## src/rtl/kbd_scan_pkg.sv

```systemverilog
// constants, register map and types of the keyboard matrix scanner
package kbd_scan_pkg;

    // clock and scan timing
    localparam int CLK_FREQ_KHZ = 10000;
    localparam int SCAN_FREQ_KHZ = 15;
    localparam int SCAN_DIV_W = 10;
    localparam int KEY_CNT_W = 6;

    // avalon slave geometry, byte addressed, one word per register
    localparam int ADDR_W = 18;
    localparam int DATA_W = 32;
    localparam int IDX_W = 16;

    // register indices, byte address is four times the index
    localparam logic [IDX_W-1:0] IDX_KEY_SCAN_CODE = 16'hd209;
    localparam logic [IDX_W-1:0] IDX_INT_STATUS = 16'hd210;
    localparam logic [IDX_W-1:0] IDX_INT_ENABLE = 16'hd211;
    localparam logic [IDX_W-1:0] IDX_KBD_STATUS = 16'hd212;
    localparam logic [IDX_W-1:0] IDX_KBD_CONTROL = 16'hd213;
    localparam logic [IDX_W-1:0] IDX_STATUS_RESET = 16'hd214;

    // field positions
    localparam int KC_SHIFT_BIT = 6;
    localparam int KC_CTRL_BIT = 7;
    localparam int INT_KEY_BIT = 6;
    localparam int ST_OVERRUN_N_BIT = 6;
    localparam int ST_SHIFT_N_BIT = 3;
    localparam int ST_KEY_UP_BIT = 2;
    localparam int CTL_DEBOUNCE_BIT = 0;
    localparam int CTL_SCAN_EN_BIT = 1;

    // modifier sampling slots of the key counter
    localparam logic [KEY_CNT_W-1:0] CTRL_SLOT = 6'h00;
    localparam logic [KEY_CNT_W-1:0] SHIFT_SLOT = 6'h10;

    // reset values
    localparam logic [7:0] KEY_CODE_RST = 8'h00;
    localparam logic [7:0] INT_STATUS_RST = 8'h00;
    localparam logic [7:0] INT_ENABLE_RST = 8'h00;
    localparam logic [7:0] KBD_STATUS_RST = 8'h4c;
    localparam logic [7:0] KBD_CONTROL_RST = 8'h00;

    // scanner states
    typedef enum logic [1:0] {
        ST_KEY_UP = 2'b00,
        ST_DEB_DOWN = 2'b01,
        ST_DEB_UP = 2'b10,
        ST_KEY_DOWN = 2'b11
    } scan_state_t;

endpackage

```

## src/rtl/keyboard_matrix_scanner.sv

```systemverilog
// keyboard matrix scanner with avalon-mm register slave and key interrupt
// Summary of operation
// - confirmed press loads the six-bit scan code into key code bits 0-5
// - confirmed press sets interrupt status bit 6 when its enable bit is set
// - shift and control captured into key code bits 6 and 7 with each code
// - status bit 3 follows shift whenever it is sampled, without other keys
// - key release leaves key code and interrupt status untouched
// - press confirmed while interrupt bit 6 pending clears status bit 6
// - reading the key code has no side effect on interrupt or overrun
// - any write to the status reset strobe clears the overrun flag
// - one of 64 keys examined per 15 kHz scan tick, 4.26 ms per pass
// - six-bit counter, six-bit compare register and four-state machine
// - key up with scanned key down latches counter, enters debounce down
// - debounce down returns to key up on match-and-up or mismatch-and-down
// - debounce down match-and-down: interrupt, clear bit 2, load code, down
// - confirmed down on match-and-up moves to debounce up
// - debounce up on match-and-up sets status bit 2, returns to key up
// - debounce off makes every counter-versus-compare test a match
// - control sampled at slot 00, shift at slot 10, held in latches
// - scan disabled forces key up state and holds counter at zero
`timescale 1ns/1ps
`default_nettype none

module keyboard_matrix_scanner #(
    parameter int CLK_FREQ_KHZ = kbd_scan_pkg::CLK_FREQ_KHZ,
    parameter int SCAN_FREQ_KHZ = kbd_scan_pkg::SCAN_FREQ_KHZ
) (
    input wire logic clk,
    input wire logic arst_n,
    input wire logic [kbd_scan_pkg::ADDR_W-1:0] avs_address,
    input wire logic avs_read,
    input wire logic avs_write,
    input wire logic [kbd_scan_pkg::DATA_W-1:0] avs_writedata,
    input wire logic [3:0] avs_byteenable,
    output logic [kbd_scan_pkg::DATA_W-1:0] avs_readdata,
    output logic avs_waitrequest,
    output logic irq,
    output logic [kbd_scan_pkg::KEY_CNT_W-1:0] key_select,
    input wire logic key_sense_n,
    input wire logic modifier_sense_n
);
    import kbd_scan_pkg::*;

    // clock cycles per scan tick, rounded down so a pass never runs slow
    localparam int SCAN_DIV = CLK_FREQ_KHZ / SCAN_FREQ_KHZ;
    localparam logic [SCAN_DIV_W-1:0] DIV_LAST = SCAN_DIV_W'(SCAN_DIV - 1);

    // the divider must fit and leave the synchronisers time to settle
    if (SCAN_DIV < 8 || SCAN_DIV > (2 ** SCAN_DIV_W)) begin : g_bad_div
        $error("scan divider out of range");
    end

    ////////////////////////////////////////////////////////////////////////
    // state

    typedef struct packed {
        logic [1:0] key_sync;
        logic [1:0] mod_sync;
        logic [SCAN_DIV_W-1:0] div;
        logic tick;
        logic [KEY_CNT_W-1:0] cnt;
        logic [KEY_CNT_W-1:0] cmp;
        scan_state_t fsm;
        logic ctrl_latch;
        logic shift_latch;
        logic [7:0] key_code;
        logic [7:0] int_status;
        logic [7:0] int_enable;
        logic [7:0] kbd_status;
        logic [7:0] kbd_control;
        logic irq;
        logic waitreq;
        logic [7:0] rdata;
    } state_t;

    state_t s_reg;
    state_t s_next;

    logic key_down;
    logic mod_down;
    logic scan_on;
    logic step;
    logic match;
    logic confirm;
    logic bus_req;
    logic bus_done;
    logic [IDX_W-1:0] idx;

    ////////////////////////////////////////////////////////////////////////
    // decode of scan and bus conditions

    // only the second synchroniser stage is looked at
    assign key_down = ~s_reg.key_sync[1];
    assign mod_down = ~s_reg.mod_sync[1];
    assign scan_on = s_reg.kbd_control[CTL_SCAN_EN_BIT];
    assign step = s_reg.tick & scan_on;
    // without debounce the compare always passes
    assign match = ~s_reg.kbd_control[CTL_DEBOUNCE_BIT] | (s_reg.cnt == s_reg.cmp);
    assign confirm = step & (s_reg.fsm == ST_DEB_DOWN) & match & key_down;
    assign bus_req = avs_read | avs_write;
    // a transfer completes on the edge where waitrequest is seen low
    assign bus_done = bus_req & ~s_reg.waitreq;
    assign idx = avs_address[ADDR_W-1:2];

    ////////////////////////////////////////////////////////////////////////
    // next state

    always_comb begin
        s_next = s_reg;

        // two-flop synchronisers on the matrix return lines
        s_next.key_sync = {s_reg.key_sync[0], key_sense_n};
        s_next.mod_sync = {s_reg.mod_sync[0], modifier_sense_n};

        // scan tick divider
        if (s_reg.div == DIV_LAST) begin
            s_next.div = '0;
            s_next.tick = 1'b1;
        end else begin
            s_next.div = s_reg.div + SCAN_DIV_W'(1);
            s_next.tick = 1'b0;
        end

        // bus writes first, so hardware events below win over clears
        if (avs_write && bus_done) begin
            if (idx == IDX_STATUS_RESET) begin
                s_next.kbd_status[ST_OVERRUN_N_BIT] = 1'b1;
            end
            if (avs_byteenable[0]) begin
                unique case (idx)
                    IDX_INT_ENABLE: begin
                        s_next.int_enable = avs_writedata[7:0];
                        // dropping an enable also drops its pending bit
                        s_next.int_status = s_reg.int_status & avs_writedata[7:0];
                    end
                    IDX_INT_STATUS: begin
                        s_next.int_status = s_reg.int_status & ~avs_writedata[7:0];
                    end
                    IDX_KBD_CONTROL: begin
                        s_next.kbd_control = avs_writedata[7:0];
                    end
                    default: begin
                    end
                endcase
            end
        end

        // modifier sampling runs beside the normal key check
        if (step && s_reg.cnt == CTRL_SLOT) begin
            s_next.ctrl_latch = mod_down;
        end
        if (step && s_reg.cnt == SHIFT_SLOT) begin
            s_next.shift_latch = mod_down;
            s_next.kbd_status[ST_SHIFT_N_BIT] = ~mod_down;
        end

        // key state machine, one key per tick
        if (!scan_on) begin
            // held idle; code and pending interrupt stay as they are
            s_next.fsm = ST_KEY_UP;
            s_next.cnt = '0;
            s_next.kbd_status[ST_KEY_UP_BIT] = 1'b1;
        end else if (s_reg.tick) begin
            unique case (s_reg.fsm)
                ST_KEY_UP: begin
                    if (key_down) begin
                        s_next.cmp = s_reg.cnt;
                        s_next.fsm = ST_DEB_DOWN;
                    end
                end
                ST_DEB_DOWN: begin
                    if (match && key_down) begin
                        s_next.fsm = ST_KEY_DOWN;
                        s_next.kbd_status[ST_KEY_UP_BIT] = 1'b0;
                        // modifiers travel with the code, not on their own
                        s_next.key_code = {s_reg.ctrl_latch, s_reg.shift_latch,
                            s_reg.cnt};
                        if (s_reg.int_enable[INT_KEY_BIT]) begin
                            s_next.int_status[INT_KEY_BIT] = 1'b1;
                        end
                        if (s_reg.int_status[INT_KEY_BIT]) begin
                            s_next.kbd_status[ST_OVERRUN_N_BIT] = 1'b0;
                        end
                    end else if ((match && !key_down) || (!match && key_down)) begin
                        s_next.fsm = ST_KEY_UP;
                    end
                end
                ST_KEY_DOWN: begin
                    // release touches neither code nor interrupt
                    if (match && !key_down) begin
                        s_next.fsm = ST_DEB_UP;
                    end
                end
                ST_DEB_UP: begin
                    if (match && !key_down) begin
                        s_next.fsm = ST_KEY_UP;
                        s_next.kbd_status[ST_KEY_UP_BIT] = 1'b1;
                    end
                end
            endcase
            // other conditions keep the state; counter wraps freely
            s_next.cnt = s_reg.cnt + KEY_CNT_W'(1);
        end

        // read data captured in the wait cycle, no read side effects
        if (bus_req && s_reg.waitreq) begin
            s_next.waitreq = 1'b0;
            unique case (idx)
                IDX_KEY_SCAN_CODE: s_next.rdata = s_reg.key_code;
                IDX_INT_STATUS: s_next.rdata = s_reg.int_status;
                IDX_INT_ENABLE: s_next.rdata = s_reg.int_enable;
                IDX_KBD_STATUS: s_next.rdata = s_reg.kbd_status;
                IDX_KBD_CONTROL: s_next.rdata = s_reg.kbd_control;
                default: s_next.rdata = 8'h00;
            endcase
        end else begin
            s_next.waitreq = 1'b1;
        end

        // level interrupt from the registered next values
        s_next.irq = |(s_next.int_status & s_next.int_enable);
    end

    ////////////////////////////////////////////////////////////////////////
    // registers

    // every field takes a constant under reset
    always_ff @(posedge clk or negedge arst_n) begin
        if (!arst_n) begin
            s_reg.key_sync <= 2'h3;
            s_reg.mod_sync <= 2'h3;
            s_reg.div <= '0;
            s_reg.tick <= 1'b0;
            s_reg.cnt <= '0;
            s_reg.cmp <= '0;
            s_reg.fsm <= ST_KEY_UP;
            s_reg.ctrl_latch <= 1'b0;
            s_reg.shift_latch <= 1'b0;
            s_reg.key_code <= KEY_CODE_RST;
            s_reg.int_status <= INT_STATUS_RST;
            s_reg.int_enable <= INT_ENABLE_RST;
            s_reg.kbd_status <= KBD_STATUS_RST;
            s_reg.kbd_control <= KBD_CONTROL_RST;
            s_reg.irq <= 1'b0;
            s_reg.waitreq <= 1'b1;
            s_reg.rdata <= 8'h00;
        end else begin
            s_reg <= s_next;
        end
    end

    // outputs straight from flops
    assign avs_readdata = {24'h000000, s_reg.rdata};
    assign avs_waitrequest = s_reg.waitreq;
    assign irq = s_reg.irq;
    assign key_select = s_reg.cnt;

    logic strobe_wr;
    assign strobe_wr = avs_write & bus_done & (idx == IDX_STATUS_RESET);
endmodule

`default_nettype wire

```

## config.mk

```make
export PLATFORM = sky130hd
export DESIGN_NAME = keyboard_matrix_scanner
export DESIGN_NICKNAME = d
export VERILOG_FILES = /design/src/rtl/kbd_scan_pkg.sv /design/src/rtl/keyboard_matrix_scanner.sv
export SDC_FILE = /design/constraint.sdc
export NUM_CORES = 1
export LEC_CHECK = 0
export BUFFER_PORTS_ARGS = -buffer_cell sky130_fd_sc_hd__buf_2
export CAP_MARGIN = 20
export CORE_MARGIN = 2
export CORE_UTILIZATION = 45
export CTS_BUF_LIST = sky130_fd_sc_hd__clkbuf_16
export DETAILED_ROUTE_END_ITERATION = 8
export GPL_ROUTABILITY_DRIVEN = 0
export PLACE_DENSITY = 0.73
export SETUP_SLACK_MARGIN = 0.5
export SLEW_MARGIN = 20
export SYNTH_ARGS = -nofsm -noshare
export SYNTH_HDL_FRONTEND = slang
export SYNTH_SLANG_ARGS = --single-unit
```

## constraint.sdc

```tcl
create_clock -name clk -period 5.1 [get_ports clk]
set_input_delay 0.765 -clock clk [delete_from_list [all_inputs] [get_ports clk]]
set_output_delay 0.765 -clock clk [all_outputs]
set_load 0.005 [all_outputs]
```

==> impl_metrics.py, run 1 <==
metrics = {
    "setup_path": {
        "crit_family": "simple AND/OR/NAND/NOR gates",
        "reg2reg_from": "key_select[4]$_DFFE_PN0N_",
        "required_ns": 5.31,
        "end_kind": "register",
        "rr_worst_depth": 7,
        "critPathBufInv": 0,
        "slowest_delay_ns": 0.78,
        "r2r_setup_slack_ns": 2.06,
        "worstPathMaxFanout": 12,
        "worst_setup_path_start_kind": "register",
        "cp_slowest_cell": "nor2_1",
        "criticalPathCategory": "reg -> reg",
        "crit_chain": "xnor2_1 -> nand4_1 -> o31ai_1 -> ha_1 -> nand3b_1 -> nor2_1 -> mux2_2",
        "arrival_ns": 3.25,
        "r2r-end": "s_reg[49]$_DFFE_PN0P_",
    },
    "power_and_ir_drop": {
        "p_total_mw": 1.238,
        "ir_worst_vdd_v": 0.0001614,
        "power_frac_clock_pct": 46.2,
        "seq_power_share_pct": 49.3,
        "p_comb_share_pct": 4.6,
        "swShare_pct": 23.02,
        "power_leakage_nw": 2.027,
        "p_int_mw": 0.9528,
        "cellPowerDensity_nw_per_um2": 284.3,
        "power.switching_mw": 0.2849,
    },
    "min_path": {
        "worstHoldPathCells": 0,
        "worstHoldStart": "s_next[80]$_DFF_PN1_",
        "hold_path.class": "reg -> reg",
        "min_to": "s_reg[80]$_DFF_PN1_",
    },
    "yosys": {
        "synthXorXnorAreaFrac_pct": 5.559,
        "muxShareOfSynthArea_pct": 10.58,
        "yosysWarnings": 0,
        "synth_top_cell_by_area": "dfrtp_1",
        "netlist_area_sq_um": 3939,
        "ys_types": 58,
        "netlist_instances": 346,
        "ys_async_sr_fraction_pct": 100.0,
        "ys.flop_type": "dfrtp_1",
        "synth-simple-area-share_pct": 14.36,
        "synth_top_area_share_pct": 43.20,
        "synthTopCellsByArea": "dfrtp_1 43%, mux2_2 7.7%, buf_4 7.4%",
        "yosys_register_bits": 76,
        "synth_compound_area_share_pct": 9.911,
        "synth_seq_area_share_pct": 48.54,
        "syn_area_per_cell_sq_um": 11.38,
        "synth_edf_count": 0,
        "synthAdderAreaFrac_pct": 1.906,
        "synth_top_family_by_area": "simple AND/OR/NAND/NOR gates",
    },
    "grt": {
        "first_global_vias": 2626,
        "grt_max_degree": 77,
        "grt_pass1_wl_um": 12930,
        "grt_use_total_pct": 16.97,
        "antenna_found_initial": 0,
        "overflow": 0,
    },
    "finish": {
        "area_delta_synth_final_pct": 10.51,
        "nets": 446,
        "final_util_pct": 50.66,
        "stdcell_count": 493,
        "antenna_cells": 0,
        "largest_reg_flops": 58,
        "drive_above_1_share_pct": 28.57,
    },
    "timing": {
        "finalCritPeriodShare_pct": 59.65,
        "setup_slack_ns": 2.058,
        "slew_headroom_pct": 33.76,
        "max_freq_mhz": 328.7,
        "rsz0062_at_grt": "no",
        "hold_viol_final": 0,
        "slew_violations": 0,
        "period_needed_ns": 3.042,
        "worst_slew_pin_slew_ns": 0.9899,
        "finClkSkew_ns": 0.008416,
        "tns_ns": 0,
        "finalSetupViolCount": 0,
    },
    "clock_tree": {
        "cts_hold_buf": 0,
        "clk_latency_ns": 0.33,
        "cts_buffers": 9,
        "clk_path_buf_depth": 2,
        "htreeDepth": 3,
        "clk_pin_slew_ns": 0.06,
        "cts_num_sinks": 76,
        "cts_tree": "built",
        "cts_setup_buffers": 0,
        "cts-root-buf": "clkbuf_16",
        "ctsResizeCount": 0,
    },
    "die": {
        "start_util_pct": 45.84,
        "die-area_sq_um": 9517,
        "core-area_sq_um": 8593,
        "row_count": 34,
        "die_w_um": 97.56,
        "io_pins": 100,
        "fp.dieH_um": 97.56,
    },
    "run": {
        "cap_violations": 0,
    },
    "drt": {
        "firstDrtPassIters": 8,
        "postRouteAntennaNets": 0,
        "via_per_inst": 5.327,
        "wl_per_cell_um": 15.74,
        "drc": 0,
        "vias": 2626,
        "drt-initial-drc-count": 155,
        "wl_um": 7759,
    },
    "place": {
        "hpwl_um": 5442,
        "io_buffers": 46,
        "place_ws_ns": 2.073,
        "dp.cells": 477,
    },
    "outcome": {
        "status": "complete, no violations",
    },
}
## per-stage QoR
step                      instance area, sq um  hold WS, ns
final                                     4353       0.3582
after global routing                      4353       0.3620
after CTS                                 4347       0.3591
after detailed placement                  4078       0.3499
after global placement                    4078       0.3474
after floorplan                           4025       0.3452
## synth_stat cells, types with 8 or more instances
| cell type | number |
|---|---|
| buf_4 | 39 |
| dfrtp_1 | 68 |
| dfstp_2 | 8 |
| inv_1 | 8 |
| mux2_2 | 27 |
| nand2_1 | 17 |
| nand4_1 | 10 |
| nor2_1 | 24 |
| o21ai_1 | 8 |
| xnor2_1 | 12 |
| xor2_1 | 13 |
## cell usage in the layout (no fill, tap or decap), types with 8 or more instances in the layout
cell and n:
nand4_1 10, dfstp_2 8, conb_1 24, mux2_2 27, o21ai_1 8, nand2_1 17
inv_1 9, xnor2_1 12, dfrtp_1 68, nor2_1 24, buf_2 45, xor2_1 13
clkbuf_16 9
## cell type report
cell class	count	area [sq um]
fillers	793	4240
well taps	108	135.1
repair buffers	47	240.2
inverters	9	33.78
multi-input cells	237	1763
flip-flops and latches	76	1912
clock buffers	9	225.2
clock inverters	7	43.79
## kinds of logic after synthesis
group | count (synthesis)
and+or+nand+nor | 93
muxes | 37
buffers and inverters | 56
DFF | 76
AOI/OAI and AO/OA | 52
xor gates and xnor gates | 25
other | 1
adders and majority gates | 6
## worst max path at each step
stage                                         start                    end  slack [ns]  cells after the start
after floorplan                      avs_address[2]          irq$_DFF_PN0_        2.68                      7
after global placement    key_select[4]$_DFFE_PN0N_          irq$_DFF_PN0_        2.18                     10
after detailed placement  key_select[4]$_DFFE_PN0N_  s_reg[49]$_DFFE_PN0P_        2.07                      7
after CTS                 key_select[4]$_DFFE_PN0N_  s_reg[49]$_DFFE_PN0P_        2.04                      7
after global routing      key_select[4]$_DFFE_PN0N_          irq$_DFF_PN0_        1.81                     10
final                     key_select[4]$_DFFE_PN0N_  s_reg[49]$_DFFE_PN0P_        2.06                      7
## power by group through the flow
stage | sequential [mW] | clock, mW | combinational, mW
2_1_floorplan | 0.620 | 0 | 0.0364
3_3_place_gp | 0.620 | 0 | 0.0560
3_5_place_dp | 0.620 | 0 | 0.0573
4_1_cts | 0.610 | 0.582 | 0.0574
5_1_grt | 0.610 | 0.602 | 0.0645
6_report | 0.610 | 0.571 | 0.0567
## per-layer routing
metal / GRT usage [%] / vias to the layer above / routed length (um)
li1: - / 1254 / -
met1: 21.77 / 1287 / 3409
met2: 28.44 / 76 / 3846
met3: 5.036 / 9 / 429
met4: 3.953 / 0 / 75
met5: 0 / - / 0
Power figures use the tool's default switching activity.
==> run 2: changes to the inputs <==
==> constraint.sdc (replaced) <==
create_clock -name clk -period 2.9 [get_ports clk]
set_input_delay 0.435 -clock clk [delete_from_list [all_inputs] [get_ports clk]]
set_output_delay 0.435 -clock clk [all_outputs]
set_load 0.005 [all_outputs]
==> run 2 against run 1 <==
Net effect:
- non-clock buffer count rose by 14
- maximum frequency up 32%
- hold slack worse by 0.16 ns
- cell count rose by 2.8%
- final area up 3.4%
- via count is 3.2% higher
- wire length up 1.5%
- global-route usage rose by 0.30 points
- clock-buffer cell count stayed put
- critical path type unchanged
- largest power group is now the clock network
==> impl_metrics.py, run 2 (same netlist as run 1, synthesis figures left out) <==
metrics = {
    "clock_tree": {
        "cts_hold_buf": 0,
        "clk_latency_ns": 0.33,
        "clk_pin_slew_ns": 0.06,
        "cts_buffers": 9,
        "clk_path_buf_depth": 2,
        "htreeDepth": 3,
        "cts-root-buf": "clkbuf_16",
        "cts_tree": "built",
        "cts_num_sinks": 76,
    },
    "grt": {
        "antenna_found_initial": 0,
        "grt_pass1_wl_um": 13040,
        "grt_use_total_pct": 17.28,
        "overflow": 0,
        "first_global_vias": 2700,
        "grt_max_degree": 77,
    },
    "timing": {
        "slew_headroom_pct": 38.03,
        "period_needed_ns": 2.301,
        "finalSetupViolCount": 0,
        "worst_slew_pin_slew_ns": 0.9296,
        "max_freq_mhz": 434.6,
        "finClkSkew_ns": 0.007514,
        "finalCritPeriodShare_pct": 79.34,
        "slew_violations": 0,
        "setup_slack_ns": 0.5993,
        "rsz0062_at_grt": "no",
        "hold_viol_final": 0,
        "tns_ns": 0,
    },
    "setup_path": {
        "arrival_ns": 2.49,
        "critPathBufInv": 1,
        "worstPathMaxFanout": 11,
        "end_kind": "register",
        "criticalPathCategory": "reg -> reg",
        "crit_chain": "xnor2_1 -> nand4_1 -> o31ai_4 -> ha_1 -> nand3b_1 -> nor2_2 -> buf_6 -> or4bb_1 -> a31oi_1 -> nand3_1",
        "required_ns": 3.09,
        "cp_slowest_cell": "or4bb_1",
        "worst_setup_path_start_kind": "register",
        "slowest_delay_ns": 0.47,
        "crit_family": "simple AND/OR/NAND/NOR gates",
    },
    "min_path": {
        "hold_path.class": "in -> reg",
    },
    "power_and_ir_drop": {
        "seq_power_share_pct": 47.7,
        "power_frac_clock_pct": 47.9,
        "cellPowerDensity_nw_per_um2": 499.7,
        "power_leakage_nw": 2.104,
        "p_comb_share_pct": 4.5,
        "ir_worst_vdd_v": 0.0003079,
        "power.switching_mw": 0.4862,
        "swShare_pct": 21.61,
        "p_int_mw": 1.764,
    },
    "die": {
        "core-area_sq_um": 8593,
        "io_pins": 100,
        "fp.dieH_um": 97.56,
        "die-area_sq_um": 9517,
        "start_util_pct": 45.84,
        "row_count": 34,
        "die_w_um": 97.56,
    },
    "finish": {
        "antenna_cells": 0,
        "area_delta_synth_final_pct": 14.29,
        "final_common_cell": "dfrtp_1",
        "drive_above_1_share_pct": 31.58,
        "largest_reg_flops": 58,
        "final_cell_mix": "68 x dfrtp_1, 45 x buf_2, 27 x mux2_2",
        "nets": 460,
    },
    "drt": {
        "dr_wl_met2_um": 3991,
        "vias": 2711,
        "postRouteAntennaNets": 0,
        "wl_per_cell_um": 15.53,
        "wl_um": 7874,
        "via_per_inst": 5.347,
        "drc": 0,
        "drt-initial-drc-count": 87,
        "firstDrtPassIters": 4,
        "wl_met1_um": 3345,
        "met3WireLength_um": 418,
        "dr.max_layer_used": "met4",
    },
    "place": {
        "hpwl_um": 5698,
        "io_buffers": 46,
        "place_ws_ns": 0.4680,
    },
    "run": {
        "cap_violations": 0,
    },
    "outcome": {
        "status": "complete, no violations",
    },
}
[run 2: cell count changes in the layout (fill, tap and decap cells not counted), sizes merged]
cell	delta
clkinv	+1
bufinv	+1
clkinvlp	-1
buf	+14
inv	-1
[run 2: final cells by class]
cell class	count	area, sq um
fillers	781	4091
flip-flops and latches	76	1912
multi-input cells	237	1780
repair buffers	61	349.1
clock buffers	9	225.2
well taps	108	135.1
clock inverters	7	66.31
inverters	9	33.78
[run 2: per-stage QoR]
step	area [sq um]	power (mW)	instances	hold slack (ns)	util, %
global placement	4175	1.190	490	0.3483	48.59
global route	4502	2.330	507	0.1901	52.39
floorplan	4025	1.155	369	0.1394	-
detailed placement	4175	1.193	490	0.3512	48.59
CTS	4472	2.278	506	0.1873	52.04
finish	4502	2.250	507	0.1991	52.39
[run 2: timing repair]
item,in CTS,in global routing
buffers inserted,0,1
gates resized for setup,1,4
setup endpoints to repair,9,9
[run 2: worst paths after layout]
check | start | end | slack, ns | cells after the start
max in group asynchronous | arst_n | key_select[1]$_DFFE_PN0N_ | 2.06 | 1
min reg2reg | s_next[80]$_DFF_PN1_ | s_reg[80]$_DFF_PN1_ | 0.36 | 0
min | modifier_sense_n | s_next[78]$_DFF_PN1_ | 0.20 | 1
max | key_select[3]$_DFFE_PN0N_ | irq$_DFF_PN0_ | 0.60 | 10
min in group asynchronous | arst_n | s_reg[71]$_DFF_PN0_ | 0.24 | 1
max reg2reg | key_select[3]$_DFFE_PN0N_ | irq$_DFF_PN0_ | 0.60 | 10
[run 2: per-layer routing]
layer / global-route usage, % / up-vias
met5: 0 / -
met4: 6.624 / 0
met3: 4.388 / 12
met2: 28.97 / 72
met1: 21.48 / 1355
li1: - / 1272
[run 2: power by group through the flow]
| stage | Clock (mW) | Combinational (mW) | Sequential [mW] |
|---|---|---|---|
| floorplan | 0 | 0.0640 | 1.09 |
| global placement | 0 | 0.0996 | 1.09 |
| detailed placement | 0 | 0.102 | 1.09 |
| CTS | 1.10 | 0.102 | 1.07 |
| global route | 1.14 | 0.114 | 1.07 |
| finish | 1.08 | 0.101 | 1.07 |
